===== src/rtl/qec_pkg.sv =====
// Package of register offsets, field positions and reset values for the quadrature event counter
package qec_pkg;

    // Register port widths and channel count
    localparam int QEC_ADDR_W = 4;
    localparam int QEC_DATA_W = 16;
    localparam int QEC_NUM_CH = 3;

    // Register offsets, word addresses on the plain register port
    localparam logic [3:0] QEC_ADDR_START = 4'h0;
    localparam logic [3:0] QEC_ADDR_UPDOWN = 4'h1;
    localparam logic [3:0] QEC_ADDR_STATUS = 4'h2;
    localparam logic [3:0] QEC_ADDR_MASK = 4'h3;
    localparam logic [3:0] QEC_ADDR_MODE_BASE = 4'h4;
    localparam logic [3:0] QEC_ADDR_COUNT_BASE = 4'h8;

    // Field positions inside a channel mode register
    localparam int QEC_MODE_FREERUN_BIT = 0;
    localparam int QEC_MODE_QUAD_X4_BIT = 1;

    // Channel indices: slot 0 is channel two, 1 is three, 2 is four
    localparam int QEC_CH_NORMAL_ONLY = 0;
    localparam int QEC_CH_SELECTABLE = 1;
    localparam int QEC_CH_X4_ONLY = 2;

    // Counter limits
    localparam logic [15:0] QEC_CNT_MAX = 16'hFFFF;
    localparam logic [15:0] QEC_CNT_MIN = 16'h0000;

    // Reset values
    localparam logic [15:0] QEC_RST_COUNT = 16'h0000;
    localparam logic [2:0] QEC_RST_FLAGS = 3'h0;
    localparam logic [15:0] QEC_RST_RDATA = 16'h0000;

endpackage : qec_pkg


===== src/rtl/qec_phase_decoder.sv =====
// Two-phase pulse decoder: turns synchronised phase levels into up and down steps
`timescale 1ns/1ps

module qec_phase_decoder (
    // Clock and reset
    input wire logic clk,
    input wire logic rst,
    // Synchronised phase levels
    input wire logic phase_a,
    input wire logic phase_b,
    // Processing select, high for multiply-by-4
    input wire logic mode_x4,
    // Step outputs, one-cycle pulses
    output logic step_up,
    output logic step_down
);

    // Previous sampled levels
    logic prev_a_reg;
    logic prev_b_reg;
    // Edge and phase terms
    logic a_edge;
    logic b_edge;
    logic single_edge;
    logic lead_up;

    // Remember last sample of both phases
    always_ff @(posedge clk or posedge rst) begin
        if (rst) begin
            prev_a_reg <= 1'b0;
            prev_b_reg <= 1'b0;
        end else begin
            prev_a_reg <= phase_a;
            prev_b_reg <= phase_b;
        end
    end

    // Both phases moving together is a glitch, ignored in multiply-by-4 mode only
    assign a_edge = phase_a ^ prev_a_reg;
    assign b_edge = phase_b ^ prev_b_reg;
    assign single_edge = a_edge ^ b_edge;
    // Forward sequence 01 11 10 00 gives old first xor new second high
    assign lead_up = prev_a_reg ^ phase_b;

    // Step selection per processing type
    always_comb begin
        if (mode_x4) begin
            step_up = single_edge & lead_up;
            step_down = single_edge & ~lead_up;
        end else begin
            step_up = phase_a & ~prev_a_reg & phase_b;
            step_down = ~phase_a & prev_a_reg & phase_b;
        end
    end

    // Normal steps only on first-input edges with second input high
    AST_NORMAL_GATED: assert property (@(posedge clk) disable iff (rst)
        (!mode_x4 && (step_up || step_down)) |-> (a_edge && phase_b && !b_edge))
        else $error("normal step without first edge while second high");

    // Multiply-by-4 forward rise of first with second high counts up
    AST_X4_UP: assert property (@(posedge clk) disable iff (rst)
        (mode_x4 && phase_a && !prev_a_reg && phase_b && prev_b_reg) |-> (step_up && !step_down))
        else $error("x4 forward edge did not step up");

    // Multiply-by-4 fall of first with second high counts down
    AST_X4_DOWN: assert property (@(posedge clk) disable iff (rst)
        (mode_x4 && !phase_a && prev_a_reg && phase_b && prev_b_reg) |-> (step_down && !step_up))
        else $error("x4 reverse edge did not step down");

endmodule : qec_phase_decoder


===== src/rtl/qec_top.sv =====
// Quadrature event counter for channels two to four with register port and interrupt
//
// Added by the designer: the address-and-strobe port and the placing of the registers.
`timescale 1ns/1ps

module qec_top (
    // Clock and reset
    input wire logic clk,
    input wire logic rst,
    // Register port
    input wire logic [3:0] reg_addr,
    input wire logic [15:0] reg_wdata,
    input wire logic reg_wr,
    input wire logic reg_rd,
    output logic [15:0] reg_rdata,
    // Encoder pins, bit 0 is channel two
    input wire logic [2:0] phase_in_first,
    input wire logic [2:0] phase_in_second,
    // Interrupt request, level
    output logic irq
);

    // Address match against a per-channel base
    function automatic logic chan_hit(input logic [3:0] addr, input logic [3:0] base, input int idx);
        logic [3:0] target;
        target = base + idx[3:0];
        return addr == target;
    endfunction : chan_hit

    // Channel count, local copy so array bounds are declared before use
    localparam int QEC_NUM_CH_LOCAL = qec_pkg::QEC_NUM_CH;

    // Pin synchronisers, first stage read only by second
    logic [2:0] first_meta_reg;
    logic [2:0] first_sync_reg;
    logic [2:0] second_meta_reg;
    logic [2:0] second_sync_reg;

    // Software controls
    logic [2:0] count_start_flags_reg; // Run bits per channel
    logic [2:0] updown_control_reg; // Two-phase enable bits
    logic [2:0] reload_or_freerun_sel_reg; // High selects free-run
    logic [2:0] quad_processing_sel_reg; // High selects times four, used for channel three only
    logic [2:0] irq_mask_reg; // Interrupt enables
    logic [2:0] irq_status_reg; // Sticky overflow or underflow
    logic [2:0] irq_status_next;

    // Counter state
    logic [15:0] channel_counter_reg [QEC_NUM_CH_LOCAL];
    logic [15:0] reload_reg [QEC_NUM_CH_LOCAL];
    logic [2:0] seen_event_reg; // First count event after start

    // Output flops
    logic [15:0] rdata_reg;
    logic irq_reg;

    // Per-channel event terms
    logic [2:0] mode_x4;
    logic [2:0] step_up;
    logic [2:0] step_down;
    logic [2:0] cnt_up;
    logic [2:0] cnt_down;
    logic [2:0] overflow;
    logic [2:0] underflow;
    logic [2:0] wr_count;
    logic [2:0] load_both;

    // Two-flop synchronisers on all phase pins
    always_ff @(posedge clk or posedge rst) begin
        if (rst) begin
            first_meta_reg <= qec_pkg::QEC_RST_FLAGS;
            first_sync_reg <= qec_pkg::QEC_RST_FLAGS;
            second_meta_reg <= qec_pkg::QEC_RST_FLAGS;
            second_sync_reg <= qec_pkg::QEC_RST_FLAGS;
        end else begin
            first_meta_reg <= phase_in_first;
            first_sync_reg <= first_meta_reg;
            second_meta_reg <= phase_in_second;
            second_sync_reg <= second_meta_reg;
        end
    end

    // Processing type per channel
    always_comb begin
        mode_x4[qec_pkg::QEC_CH_NORMAL_ONLY] = 1'b0;
        mode_x4[qec_pkg::QEC_CH_SELECTABLE] = quad_processing_sel_reg[qec_pkg::QEC_CH_SELECTABLE];
        mode_x4[qec_pkg::QEC_CH_X4_ONLY] = 1'b1;
    end

    // One decoder per channel and its gated events
    genvar g;
    generate
        for (g = 0; g < QEC_NUM_CH_LOCAL; g++) begin : g_chan
            qec_phase_decoder u_dec (
                .clk(clk),
                .rst(rst),
                .phase_a(first_sync_reg[g]),
                .phase_b(second_sync_reg[g]),
                .mode_x4(mode_x4[g]),
                .step_up(step_up[g]),
                .step_down(step_down[g])
            );
            // Only pin-derived steps count, and only while running
            assign cnt_up[g] = step_up[g] & count_start_flags_reg[g] & updown_control_reg[g];
            assign cnt_down[g] = step_down[g] & count_start_flags_reg[g] & updown_control_reg[g];
            assign overflow[g] = cnt_up[g] & (channel_counter_reg[g] == qec_pkg::QEC_CNT_MAX);
            assign underflow[g] = cnt_down[g] & (channel_counter_reg[g] == qec_pkg::QEC_CNT_MIN);
            assign wr_count[g] = reg_wr & chan_hit(reg_addr, qec_pkg::QEC_ADDR_COUNT_BASE, g);
            // Stopped, or started with no event yet: write reaches the counter
            assign load_both[g] = wr_count[g] & (~count_start_flags_reg[g] | ~seen_event_reg[g]);
        end
    endgenerate

    // Run bits and two-phase enables
    always_ff @(posedge clk or posedge rst) begin
        if (rst) begin
            count_start_flags_reg <= qec_pkg::QEC_RST_FLAGS;
            updown_control_reg <= qec_pkg::QEC_RST_FLAGS;
        end else begin
            if (reg_wr && reg_addr == qec_pkg::QEC_ADDR_START) begin
                count_start_flags_reg <= reg_wdata[2:0];
            end
            // Enable must be set by software before counting
            if (reg_wr && reg_addr == qec_pkg::QEC_ADDR_UPDOWN) begin
                updown_control_reg <= reg_wdata[2:0];
            end
        end
    end

    // Channel mode registers: reload type and processing select
    always_ff @(posedge clk or posedge rst) begin
        if (rst) begin
            reload_or_freerun_sel_reg <= qec_pkg::QEC_RST_FLAGS;
            quad_processing_sel_reg <= qec_pkg::QEC_RST_FLAGS;
        end else begin
            for (int i = 0; i < QEC_NUM_CH_LOCAL; i++) begin
                if (reg_wr && chan_hit(reg_addr, qec_pkg::QEC_ADDR_MODE_BASE, i)) begin
                    reload_or_freerun_sel_reg[i] <= reg_wdata[qec_pkg::QEC_MODE_FREERUN_BIT];
                    quad_processing_sel_reg[i] <= reg_wdata[qec_pkg::QEC_MODE_QUAD_X4_BIT];
                end
            end
        end
    end

    // Reload registers take every counter write
    always_ff @(posedge clk or posedge rst) begin
        if (rst) begin
            for (int i = 0; i < QEC_NUM_CH_LOCAL; i++) begin
                reload_reg[i] <= qec_pkg::QEC_RST_COUNT;
            end
        end else begin
            for (int i = 0; i < QEC_NUM_CH_LOCAL; i++) begin
                if (wr_count[i]) begin
                    reload_reg[i] <= reg_wdata;
                end
            end
        end
    end

    // First-event tracker, cleared whenever the channel is stopped
    always_ff @(posedge clk or posedge rst) begin
        if (rst) begin
            seen_event_reg <= qec_pkg::QEC_RST_FLAGS;
        end else begin
            for (int i = 0; i < QEC_NUM_CH_LOCAL; i++) begin
                if (!count_start_flags_reg[i]) begin
                    seen_event_reg[i] <= 1'b0;
                end else if ((cnt_up[i] || cnt_down[i]) && !load_both[i]) begin
                    seen_event_reg[i] <= 1'b1;
                end
            end
        end
    end

    // Counters; a write that loads the counter beats a same-cycle step
    always_ff @(posedge clk or posedge rst) begin
        if (rst) begin
            for (int i = 0; i < QEC_NUM_CH_LOCAL; i++) begin
                channel_counter_reg[i] <= qec_pkg::QEC_RST_COUNT;
            end
        end else begin
            for (int i = 0; i < QEC_NUM_CH_LOCAL; i++) begin
                if (load_both[i]) begin
                    channel_counter_reg[i] <= reg_wdata;
                end else if ((overflow[i] || underflow[i]) && !reload_or_freerun_sel_reg[i]) begin
                    channel_counter_reg[i] <= reload_reg[i];
                end else if (cnt_up[i]) begin
                    // Free-run wraps naturally through all ones
                    channel_counter_reg[i] <= channel_counter_reg[i] + 16'h0001;
                end else if (cnt_down[i]) begin
                    channel_counter_reg[i] <= channel_counter_reg[i] - 16'h0001;
                end
                // Stopped channels fall through and hold
            end
        end
    end

    // Sticky status: a set in the clearing cycle survives
    always_comb begin
        irq_status_next = irq_status_reg;
        if (reg_wr && reg_addr == qec_pkg::QEC_ADDR_STATUS) begin
            irq_status_next = irq_status_next & ~reg_wdata[2:0];
        end
        irq_status_next = irq_status_next | overflow | underflow;
    end

    // Status, mask and interrupt output flop
    always_ff @(posedge clk or posedge rst) begin
        if (rst) begin
            irq_status_reg <= qec_pkg::QEC_RST_FLAGS;
            irq_mask_reg <= qec_pkg::QEC_RST_FLAGS;
            irq_reg <= 1'b0;
        end else begin
            irq_status_reg <= irq_status_next;
            if (reg_wr && reg_addr == qec_pkg::QEC_ADDR_MASK) begin
                irq_mask_reg <= reg_wdata[2:0];
            end
            // Registered output lags status by one cycle
            irq_reg <= |(irq_status_reg & irq_mask_reg);
        end
    end

    // Read data, valid the cycle after the read strobe only
    always_ff @(posedge clk or posedge rst) begin
        if (rst) begin
            rdata_reg <= qec_pkg::QEC_RST_RDATA;
        end else if (reg_rd) begin
            rdata_reg <= qec_pkg::QEC_RST_RDATA;
            unique case (reg_addr)
                qec_pkg::QEC_ADDR_START: rdata_reg <= {13'h0000, count_start_flags_reg};
                qec_pkg::QEC_ADDR_UPDOWN: rdata_reg <= {13'h0000, updown_control_reg};
                qec_pkg::QEC_ADDR_STATUS: rdata_reg <= {13'h0000, irq_status_reg};
                qec_pkg::QEC_ADDR_MASK: rdata_reg <= {13'h0000, irq_mask_reg};
                4'h4, 4'h5, 4'h6: begin
                    rdata_reg <= {14'h0000, quad_processing_sel_reg[reg_addr[1:0]],
                        reload_or_freerun_sel_reg[reg_addr[1:0]]};
                end
                4'h8, 4'h9, 4'hA: begin
                    rdata_reg <= channel_counter_reg[reg_addr[1:0]];
                end
                default: begin
                    // Unmapped addresses read as zero
                    rdata_reg <= qec_pkg::QEC_RST_RDATA;
                end
            endcase
        end else begin
            rdata_reg <= qec_pkg::QEC_RST_RDATA;
        end
    end

    // Outputs straight from flops
    assign reg_rdata = rdata_reg;
    assign irq = irq_reg;

    // Checks per channel
    generate
        for (g = 0; g < QEC_NUM_CH_LOCAL; g++) begin : g_chk
            AST_RELOAD_ON_WRAP: assert property (@(posedge clk) disable iff (rst)
                ((overflow[g] || underflow[g]) && !reload_or_freerun_sel_reg[g] && !load_both[g])
                |=> channel_counter_reg[g] == $past(reload_reg[g]))
                else $error("reload type did not reload on wrap");

            AST_FREERUN_WRAP: assert property (@(posedge clk) disable iff (rst)
                (overflow[g] && reload_or_freerun_sel_reg[g] && !load_both[g])
                |=> channel_counter_reg[g] == qec_pkg::QEC_CNT_MIN)
                else $error("free-run overflow did not wrap to zero");

            AST_UP_STEP: assert property (@(posedge clk) disable iff (rst)
                (cnt_up[g] && !overflow[g] && !load_both[g])
                |=> channel_counter_reg[g] == $past(channel_counter_reg[g]) + 16'h0001)
                else $error("up step did not add one");

            AST_DOWN_STEP: assert property (@(posedge clk) disable iff (rst)
                (cnt_down[g] && !underflow[g] && !load_both[g])
                |=> channel_counter_reg[g] == $past(channel_counter_reg[g]) - 16'h0001)
                else $error("down step did not subtract one");

            AST_STOP_HOLDS: assert property (@(posedge clk) disable iff (rst)
                (!count_start_flags_reg[g] && !wr_count[g]) |=> $stable(channel_counter_reg[g]))
                else $error("stopped counter moved");

            AST_WRITE_BOTH: assert property (@(posedge clk) disable iff (rst)
                (wr_count[g] && !count_start_flags_reg[g])
                |=> (channel_counter_reg[g] == $past(reg_wdata) && reload_reg[g] == $past(reg_wdata)))
                else $error("stopped write missed counter or reload");

            AST_WRITE_RELOAD_ONLY: assert property (@(posedge clk) disable iff (rst)
                (wr_count[g] && count_start_flags_reg[g] && seen_event_reg[g] && !cnt_up[g] && !cnt_down[g])
                |=> ($stable(channel_counter_reg[g]) && reload_reg[g] == $past(reg_wdata)))
                else $error("running write touched counter");

            AST_WRAP_TO_IRQ: assert property (@(posedge clk) disable iff (rst)
                (overflow[g] || underflow[g]) ##0 irq_mask_reg[g] ##1 irq_mask_reg[g] |=> irq)
                else $error("wrap did not raise interrupt");

            AST_FIRST_EVENT: assert property (@(posedge clk) disable iff (rst)
                (count_start_flags_reg[g] && (cnt_up[g] || cnt_down[g]) && !load_both[g]) |=> seen_event_reg[g])
                else $error("first count event not recorded");
        end
    endgenerate

    // Run bit write takes effect on the next edge
    AST_START_BIT: assert property (@(posedge clk) disable iff (rst)
        (reg_wr && reg_addr == qec_pkg::QEC_ADDR_START) |=> count_start_flags_reg == $past(reg_wdata[2:0]))
        else $error("run bits not updated by write");

    // Counter read returns the count seen at the strobe
    AST_COUNT_READ: assert property (@(posedge clk) disable iff (rst)
        (reg_rd && reg_addr == qec_pkg::QEC_ADDR_COUNT_BASE)
        |=> reg_rdata == $past(channel_counter_reg[0]))
        else $error("counter read returned wrong value");

    // Channel two never uses times-four, channel four always does
    AST_FIXED_MODES: assert property (@(posedge clk) disable iff (rst)
        !mode_x4[qec_pkg::QEC_CH_NORMAL_ONLY] && mode_x4[qec_pkg::QEC_CH_X4_ONLY])
        else $error("fixed processing type violated");

    // Without two-phase enable no step counts
    AST_NEEDS_ENABLE: assert property (@(posedge clk) disable iff (rst)
        (updown_control_reg == 3'h0) |-> (cnt_up == 3'h0 && cnt_down == 3'h0))
        else $error("count without two-phase enable");

    // Nothing unmasked pending means the request drops next cycle
    AST_IRQ_QUIET: assert property (@(posedge clk) disable iff (rst)
        ((irq_status_reg & irq_mask_reg) == 3'h0) |=> !irq)
        else $error("interrupt high with nothing unmasked pending");

endmodule : qec_top


===== config.mk =====
export PLATFORM = sky130hd
export DESIGN_NAME = qec_top
export DESIGN_NICKNAME = d
export VERILOG_FILES = /design/src/rtl/qec_pkg.sv /design/src/rtl/qec_phase_decoder.sv /design/src/rtl/qec_top.sv
export SDC_FILE = /design/constraint.sdc
export NUM_CORES = 1
export LEC_CHECK = 0
export BUFFER_PORTS_ARGS = -buffer_cell sky130_fd_sc_hd__buf_2
export CAP_MARGIN = 30
export CORE_ASPECT_RATIO = 1.5
export CORE_UTILIZATION = 62
export CTS_CLUSTER_DIAMETER = 120
export DETAILED_ROUTE_END_ITERATION = 16
export MAX_ROUTING_LAYER = met4
export PLACE_DENSITY = 0.91
export SYNTH_ARGS = -nofsm -noshare
export SYNTH_HDL_FRONTEND = slang
export SYNTH_SLANG_ARGS = --single-unit

===== constraint.sdc =====
create_clock -name clk -period 6.1 [get_ports clk]
set_input_delay 1.525 -clock clk [delete_from_list [all_inputs] [get_ports clk]]
set_output_delay 1.525 -clock clk [all_outputs]
set_load 0.005 [all_outputs]

After elaboration in Yosys (flattened, before gate mapping)

Index checks and enable logic that the tools add are counted.
Widths: inputs -> output; s select.

Add/subtract/negate cells: 6
Magnitude comparators: 2
Eq/ne operators: 15
Muxes and demuxes: 30
Bitwise logic cells: 65
Reductions and logical operators: 35

Operators with widths:

| operator              | number |
|---|---|
| $mux 16               | 15 |
| $pmux 16 s6           | 1 |
| $add 16x1->16 const B | 3 |
| $eq 16x16->1 const B  | 3 |
| $logic_not 16->1      | 3 |
| $sub 16x1->16 const B | 3 |
| $and 1x1->1           | 36 |
| $bmux 16 s2           | 1 |
| $logic_and 1x1->1     | 13 |
| $eq 4x3->1 const B    | 3 |
| $eq 4x4->1 const B    | 3 |
| $not 1->1             | 12 |
| $reduce_bool 4->1     | 3 |
| $mux 1                | 10 |
| $reduce_or 3->1       | 3 |
| $eq 4x2->1 const B    | 2 |
| $xor 1x1->1           | 8 |
| $and 3x3->3           | 2 |
| $logic_not 1->1       | 6 |
| $logic_or 1x1->1      | 6 |
| $ne 2x1->1 const B    | 3 |
| $or 3x3->3            | 2 |
| $bmux 1 s2            | 2 |
| $eq 4x1->1 const B    | 1 |
| other kinds (7)       | 9 |

Register bits: 151
Input bits: 30
Output and inout bits: 17
Word-level logic and storage cells: 183

Logic depth before layout (Yosys ltp)

Gate-level depths: netlist (run 1).

Word-level depth: 11
Mapped depth: 17
Depth with buffers taken out: 17

By module

Synthesis (run 1) repeated with hierarchy kept, for this count alone.

Cells, all modules: 994
Area, all modules: 9472.8 um2

Modules (own cells, without submodules):

| module            | instances | cells each | area an instance (um2) | sequential area each (um2) |
|---|---|---|---|---|
| qec_top           | 1         | 949        | 9048.7                 | 3653.5 |
| qec_phase_decoder | 3         | 15         | 141.4                  | 50.0 |

Least setup slack after synthesis (run 1)

Ideal clock, no wire load.

Kind: reg2reg
From: register g_chan[1].u_dec.prev_a_reg
To: register channel_counter_reg[30] (netlist name)
Setup time: 0.140 ns
Data arrival time: 3.598 ns
Required time: 5.960 ns
Setup slack: 2.362 ns
Cell stages (with the launch flop): 17
Path buffers: 0
Cell sequence: dfrtp_1 -> inv_1 -> ha_1 -> xnor2_2 -> nor3b_1 -> o21ai_0 -> o21ai_0 -> nand2_1 -> ha_1 -> nor2b_1 -> o31ai_1 -> a21oi_1 -> a211oi_1 -> nor3b_1 -> a211oi_1 -> xor2_1 -> o21ai_0

Word-level cells in the longest chain between the ends: 11
Elaborated cells on any way between the ends: 25

RTL lines:

| item                                                | line                                                                      | text |
|---|---|---|
| start, declared                                     | qec_phase_decoder.sv:19                                                   | `logic prev_a_reg;` |
| start signal, assigned                              | qec_phase_decoder.sv:33                                                   | `prev_a_reg <= phase_a;` |
| $xor 1x1->1, or another cell as far along           | qec_phase_decoder.sv:39                                                   | `assign a_edge = phase_a ^ prev_a_reg;` |
| $xor 1x1->1, or another cell as far along           | qec_phase_decoder.sv:41                                                   | `assign single_edge = a_edge ^ b_edge;` |
| $and 1x1->1, on equally long branches               | qec_phase_decoder.sv:48, qec_phase_decoder.sv:49, qec_phase_decoder.sv:51 |  |
| $mux 1                                              | qec_phase_decoder.sv:47                                                   | `if (mode_x4) begin` |
| $and 1x1->1, on equally long branches (2 in series) | qec_top.sv:104, qec_top.sv:105                                            |  |
| $and 1x1->1, on equally long branches               | qec_top.sv:106, qec_top.sv:107                                            |  |
| $logic_or 1x1->1                                    | qec_top.sv:185                                                            | `end else if ((overflow[i] \|\| underflow[i]) && !reload_or_freerun_sel_reg[i]) begin` |
| $logic_and 1x1->1                                   | qec_top.sv:185                                                            |  |
| $mux 16                                             | qec_top.sv:185                                                            |  |
| $mux 16                                             | qec_top.sv:183                                                            | `if (load_both[i]) begin` |
| end signal, assigned by index                       | qec_top.sv:184                                                            | `channel_counter_reg[i] <= reg_wdata;` |
| end signal, assigned by index                       | qec_top.sv:186                                                            | `channel_counter_reg[i] <= reload_reg[i];` |
| end signal, assigned by index                       | qec_top.sv:189                                                            | `channel_counter_reg[i] <= channel_counter_reg[i] + 16'h0001;` |
| end, declared                                       | qec_top.sv:49                                                             | `logic [15:0] channel_counter_reg [QEC_NUM_CH_LOCAL];` |

Parallel ways exist; a longest one is shown, timed or not.
A chain may end at the register's enable or synchronous reset.

Worst setup path after layout (run 1)

Ends and elaborated chain as after synthesis.

==> results.cfg, run 1 <==
[outcome]
status = finished, final reports clean

[logic_synthesis]
yosys-top-cells-area = dfrtp_1, ha_1, nand2_1
synth_edf_count = 0
synth_top_area_cell = dfrtp_1
syn-num-nets = 1050
netlist_area_um2 = 9124
async_flop_share_pct = 100.0
ys_seq_elements = 151
synth_top_area_share_pct = 41.42
avgSynthCellArea_um2 = 9.387
ys.flop_type = dfrtp_1
synth_seq_area_share_pct = 41.42
synth_warnings = 0
synthCells = 972
synth_cell_type_count = 62

[pwr]
power.share.switching_pct = 40.42
pwr-share-clk_pct = 22.6
p_seq_share_pct = 34.1
p_sw_uw = 1962
power_frac_comb_pct = 43.3
power.density_nw_per_um2 = 478.2
peakVddDrop_mv = 0.2311
cellInternalPower_uw = 2892
p_leak_uw = 0.004478

[setup_path]
crit_path_frequent_cell = o21ai_0
startpoint = g_chan[1].u_dec.prev_a_reg$_DFF_PP0_
r2r_cells = 16
path_cells = inv_1 -> ha_1 -> xnor2_2 -> nor3b_1 -> o21ai_0 -> o21ai_0 -> nand2_1 -> ha_1 -> nor2b_1 -> o31ai_1 -> a21oi_1 -> a211oi_1 -> nor3b_1 -> a211oi_1 -> xor2_1 -> o21ai_0
ff2ff_setup_slack_ps = 1640
worstSetupPathType = reg2reg
r2r_end = channel_counter_reg[30]$_DFFE_PP0P_
crit_path_end_kind = flip-flop
cp_max_fo = 17
r2r_start = g_chan[1].u_dec.prev_a_reg$_DFF_PP0_
cp_slowest_cell = ha_1
arrival_ps = 4740
cp_data_required_time_ps = 6370
cp_slowest_stage_delay_ps = 520
cp-start-kind = flip-flop

[layout]
n_fill_cell = 972
area_delta_synth_final_pct = 11.26
diodes = 0
post-route-cell-area_um2 = 10150
post-route-util_pct = 71.53
final_common_cell = dfrtp_1
drive_gt1_share_pct = 15.13
final_cell_mix = dfrtp_1, nand2_1, nor2_1, a21oi_1, o21ai_0
nNetsFinal = 1083

[cts]
clk_path_buf_depth = 2
clock_latency_ps = 430
ctsRootBufferMaster = clkbuf_16
cts_setup_buffers = 0
htree_levels = 4
hold_buffers = 0
cts.reportedPaths.clkPinSlew_ps = 70
cts_buffers = 17
numClockSinks = 151
cts_resized = 0
cts_tree = built

[sta]
maxSlewViolCount = 0
finalHoldViolations = 0
max-slew-margin-rel_pct = 39.93
fin_skew_ps = 10.81
period_needed_ps = 4464
rsz0062_at_grt = no
timing.final.crit_share_pct = 73.19
setup_tns_ps = 0
setup_violations = 0
clock.fmax_mhz = 224.0
tightest_slew_ps = 901.1

[global_routing]
grt_pass1_wl_um = 38830
grt_max_degree = 106
grt_pass1_vias = 7942
track_usage_pct = 34.42
grt_antenna_before_repair = 0
overflow = 0

[placement]
numPortBuffers = 46
gp_congestion = 0.9281
postPlaceCellArea_um2 = 9510
post-dp-hpwl_um = 16570

[flow_run]
maxCapViolCount = 0

[route]
vias_per_cell = 6.546
wl_per_cell_um = 19.84
firstDrtPassIters = 5
detail-route-antenna-nets = 0
wirelength_um = 24000
vias = 7921
initialDrtViolationCount = 758
drc = 0

[floorplan]
dieArea_um2 = 15210
start_util_pct = 64.29
die_height_um = 150.6
num_rows = 53
core_area_um2 = 14190
io_pins = 47
die_w_um = 101.0

[min_path]
min_from = second_meta_reg[0]$_DFF_PP0_
hold_class = reg2reg
min_to = second_sync_reg[0]$_DFF_PP0_
hold_depth = 0
worst max path at each step:
| stage | cells after the start | endpoint | slack (ps) |
|---|---|---|---|
| floorplan | 1 | channel_counter_reg[0]$_DFFE_PP0P_ | 510 |
| global placement | 16 | channel_counter_reg[30]$_DFFE_PP0P_ | 1890 |
| detailed placement | 16 | channel_counter_reg[30]$_DFFE_PP0P_ | 1730 |
| CTS | 16 | channel_counter_reg[30]$_DFFE_PP0P_ | 1660 |
| global route | 16 | channel_counter_reg[30]$_DFFE_PP0P_ | 1240 |
| finish | 16 | channel_counter_reg[30]$_DFFE_PP0P_ | 1640 |
through the flow:
stage	hold slack, ps	power (uW)	cells	setup WS [ps]
after global placement	332.3	3578	1176	1892
after floorplan	331.2	3160	972	510.3
after CTS	351.8	4799	1209	1664
final	349.1	4854	1210	1636
after global routing	358.0	5144	1210	1238
after detailed placement	334.7	3663	1177	1733
worst max-delay path: cells and delay by family (launching register included):
kind                       cells  cell delay [ps]
AOI/OAI and AO/OA              7             1590
xor gates and xnor gates       2              440
adders and majority gates      2              850
buffers and inverters          1               80
DFF                            1              400
and+or+nand+nor                4              970
metal layers:
layer  share of wire (%)  wire (um)  global-route usage, %
met3                 5.2       1244                  5.060
met1                  37       8970                  37.85
met4                 6.5       1555                  24.86
met2                  51      12230                  56.63
met5                   0          0                      -
layout make-up:
type	count	area, um2	area share (%)
Timing Repair Buffer	57	340.3	3.353
Clock buffer	20	446.7	4.400
Clock inverter	12	166.4	1.639
Tap cell	192	240.2	2.367
Sequential cell	151	3779	37.22
Inverter	18	72.57	0.7149
Multi-Input combinational cell	760	5106	50.30
Yosys cell counts (17+ instances only):
master and count:
mux2i_1 41, xnor2_1 19, o21ai_0 58, a21oi_1 66, xor2_1 22, clkbuf_1 27, ha_1 45, nand2_1 146
mux2_2 47, nor2_1 82, nor3_1 17, inv_1 18, dfrtp_1 151
power groups by stage:
stage / clock network (uW) / registers, uW / logic (uW)
final: 1100 / 1660 / 2100
after global routing: 1150 / 1680 / 2320
after CTS: 1100 / 1630 / 2070
after detailed placement: 0 / 1640 / 2020
after global placement: 0 / 1630 / 1950
after floorplan: 0 / 1500 / 1660
logic make-up after synthesis:
group,after synthesis,share of synthesized area [%]
DFF,151,41.42
and+or+nand+nor,348,17.64
adders and majority gates,48,6.829
muxes,91,11.04
AOI/OAI and AO/OA,231,16.18
xor gates and xnor gates,42,4.114
buffers and inverters,61,2.784
No activity file was read; power rests on OpenSTA's default activity.
==> run 2, diff against run 1 <==
- CORE_UTILIZATION: 62 -> 56
- PLACE_DENSITY: 0.91 -> 0.87
- clock period: 6.1 -> 4.1 ns (I/O delays scaled with it)
==> run 2 against run 1 <==
Against the previous run: largest cell class unchanged; worst setup slack worse by 1300 ps; routed wire length down 2.2%; flip-flop and latch count unchanged; hold slack about the same; first-iteration DRC count down 16%; global-route usage down 4.0 points; via count down 2.4%; count of clock-buffer cells in the layout down 2.
==> results.cfg, run 2 (same netlist as run 1, synthesis figures left out) <==
[layout]
diodes = 0
final_common_cell = dfrtp_1
fin_cells = 1234
final_cell_mix = dfrtp_1, nand2_1, nor2_1, a21oi_1, o21ai_0
regArea_um2 = 3779
drive_gt1_share_pct = 16.59
area_delta_synth_final_pct = 11.75
n_fill_cell = 1237
nNetsFinal = 1096
multi_input_area_um2 = 5109

[cts]
hold_buffers = 0
ctsRootBufferMaster = clkbuf_16
numClockSinks = 151
clock_latency_ps = 440
cts_setup_buffers = 0
cts_tree = built
cts_buffers = 17
cts_resized = 0
clk_path_buf_depth = 2
cts.reportedPaths.clkPinSlew_ps = 70
htree_levels = 4

[min_path]
hold_depth = 0
min_from = first_meta_reg[0]$_DFF_PP0_
hold_class = reg2reg
min_to = first_sync_reg[0]$_DFF_PP0_

[setup_path]
worstSetupPathType = reg2reg
cp_slowest_cell = dfrtp_1
cp_max_fo = 16
ff2ff_setup_slack_ps = 330
r2r_end = channel_counter_reg[30]$_DFFE_PP0P_
cp_slowest_stage_delay_ps = 410
r2r_cells = 17
critPathTopFamily = compound AO/OA/AOI/OAI gates
crit_path_frequent_cell = o21ai_0
crit_path_end_kind = flip-flop
cp-start-kind = flip-flop
arrival_ps = 4040
path_cells = inv_1 -> ha_1 -> xnor2_2 -> nor3b_1 -> o21ai_0 -> o21ai_0 -> nand2_1 -> buf_4 -> ha_1 -> o21a_1 -> o31ai_2 -> a21oi_1 -> a211oi_2 -> nor3b_1 -> a211oi_1 -> xor2_1 -> o21ai_0
crit_buf_inv = 2
r2r_start = g_chan[1].u_dec.prev_a_reg$_DFF_PP0_
cp_data_required_time_ps = 4370

[pwr]
peakVddDrop_mv = 0.3304
power.total_uw = 7098
p_leak_uw = 0.004512
power.density_nw_per_um2 = 696.1

[sta]
finalHoldViolations = 0
fin_skew_ps = 12.14
setup_tns_ps = 0
period_needed_ps = 3768
rsz0062_at_grt = no
tightest_slew_ps = 983.2
setup_violations = 0
max-slew-margin-rel_pct = 33.76
clock.fmax_mhz = 265.4
timing.final.crit_share_pct = 91.90
maxSlewViolCount = 0

[global_routing]
grt_antenna_before_repair = 0
grt_pass1_wl_um = 38230
track_usage_pct = 30.41
grt_pass1_vias = 7783
grt_max_degree = 111
overflow = 0

[floorplan]
dieArea_um2 = 16820
core_area_um2 = 15770
io_pins = 47
start_util_pct = 57.87
die_height_um = 158.3
die_w_um = 106.2
num_rows = 56

[route]
vias = 7729
drc = 0
wl_per_cell_um = 19.02
detail-route-antenna-nets = 0
wirelength_um = 23470
vias_per_cell = 6.263
firstDrtPassIters = 7
initialDrtViolationCount = 640

[placement]
numPortBuffers = 46
post-dp-hpwl_um = 16720
gp_congestion = 0.9389
dp.cells = 1202

[flow_run]
maxCapViolCount = 0

[outcome]
status = finished, final reports clean
## run 2: where the power goes
group / total (uW) / internal (uW) / switching (uW)
registers: 2450 / 1890 / 559
logic: 3150 / 1460 / 1690
clock network: 1490 / 807 / 688
## run 2: worst max-delay path by stage
| stage | cells after the start | start | to | slack, ps |
|---|---|---|---|---|
| after global routing | 18 | g_chan[1].u_dec.prev_a_reg$_DFF_PP0_ | channel_counter_reg[30]$_DFFE_PP0P_ | 50 |
| after CTS | 18 | g_chan[1].u_dec.prev_a_reg$_DFF_PP0_ | channel_counter_reg[30]$_DFFE_PP0P_ | 120 |
| after detailed placement | 18 | g_chan[1].u_dec.prev_a_reg$_DFF_PP0_ | channel_counter_reg[30]$_DFFE_PP0P_ | 160 |
| final | 17 | g_chan[1].u_dec.prev_a_reg$_DFF_PP0_ | channel_counter_reg[30]$_DFFE_PP0P_ | 330 |
| after global placement | 18 | g_chan[1].u_dec.prev_a_reg$_DFF_PP0_ | channel_counter_reg[30]$_DFFE_PP0P_ | 400 |
| after floorplan | 16 | g_chan[1].u_dec.prev_a_reg$_DFF_PP0_ | channel_counter_reg[30]$_DFFE_PP0P_ | 360 |
## run 2: layer usage
layer  track usage [%]  vias to the layer above  routed length, um  share of wire (%)
met1             33.38                     3723               9030                 38
met4             18.25                        0               1059                4.5
met2             51.08                      302              12210                 52
met5                 -                        -                  0                  0
li1                  -                     3618                  -                  -
met3             6.058                       86               1166                5.0
## run 2: per-stage QoR
stage | utilization [%] | hold slack (ps) | area, um2 | worst slack [ps]
final | 64.67 | 348.6 | 10200 | 332.3
after global routing | 64.67 | 364.0 | 10200 | 47.35
after CTS | 64.61 | 352.5 | 10190 | 121.6
after detailed placement | 61.06 | 339.6 | 9625 | 159.9
after global placement | 61.06 | 332.5 | 9625 | 404.0
after floorplan | - | 331.2 | 9128 | 361.9
## run 2: layout make-up
| cell class | instances | area share (%) |
|---|---|---|
| multi-input cells | 760 | 50.10 |
| flip-flops and latches | 151 | 37.06 |
| clock buffers | 18 | 4.307 |
| repair buffers | 70 | 4.148 |
| well taps | 203 | 2.491 |
| clock inverters | 14 | 1.190 |
| inverters | 18 | 0.6995 |
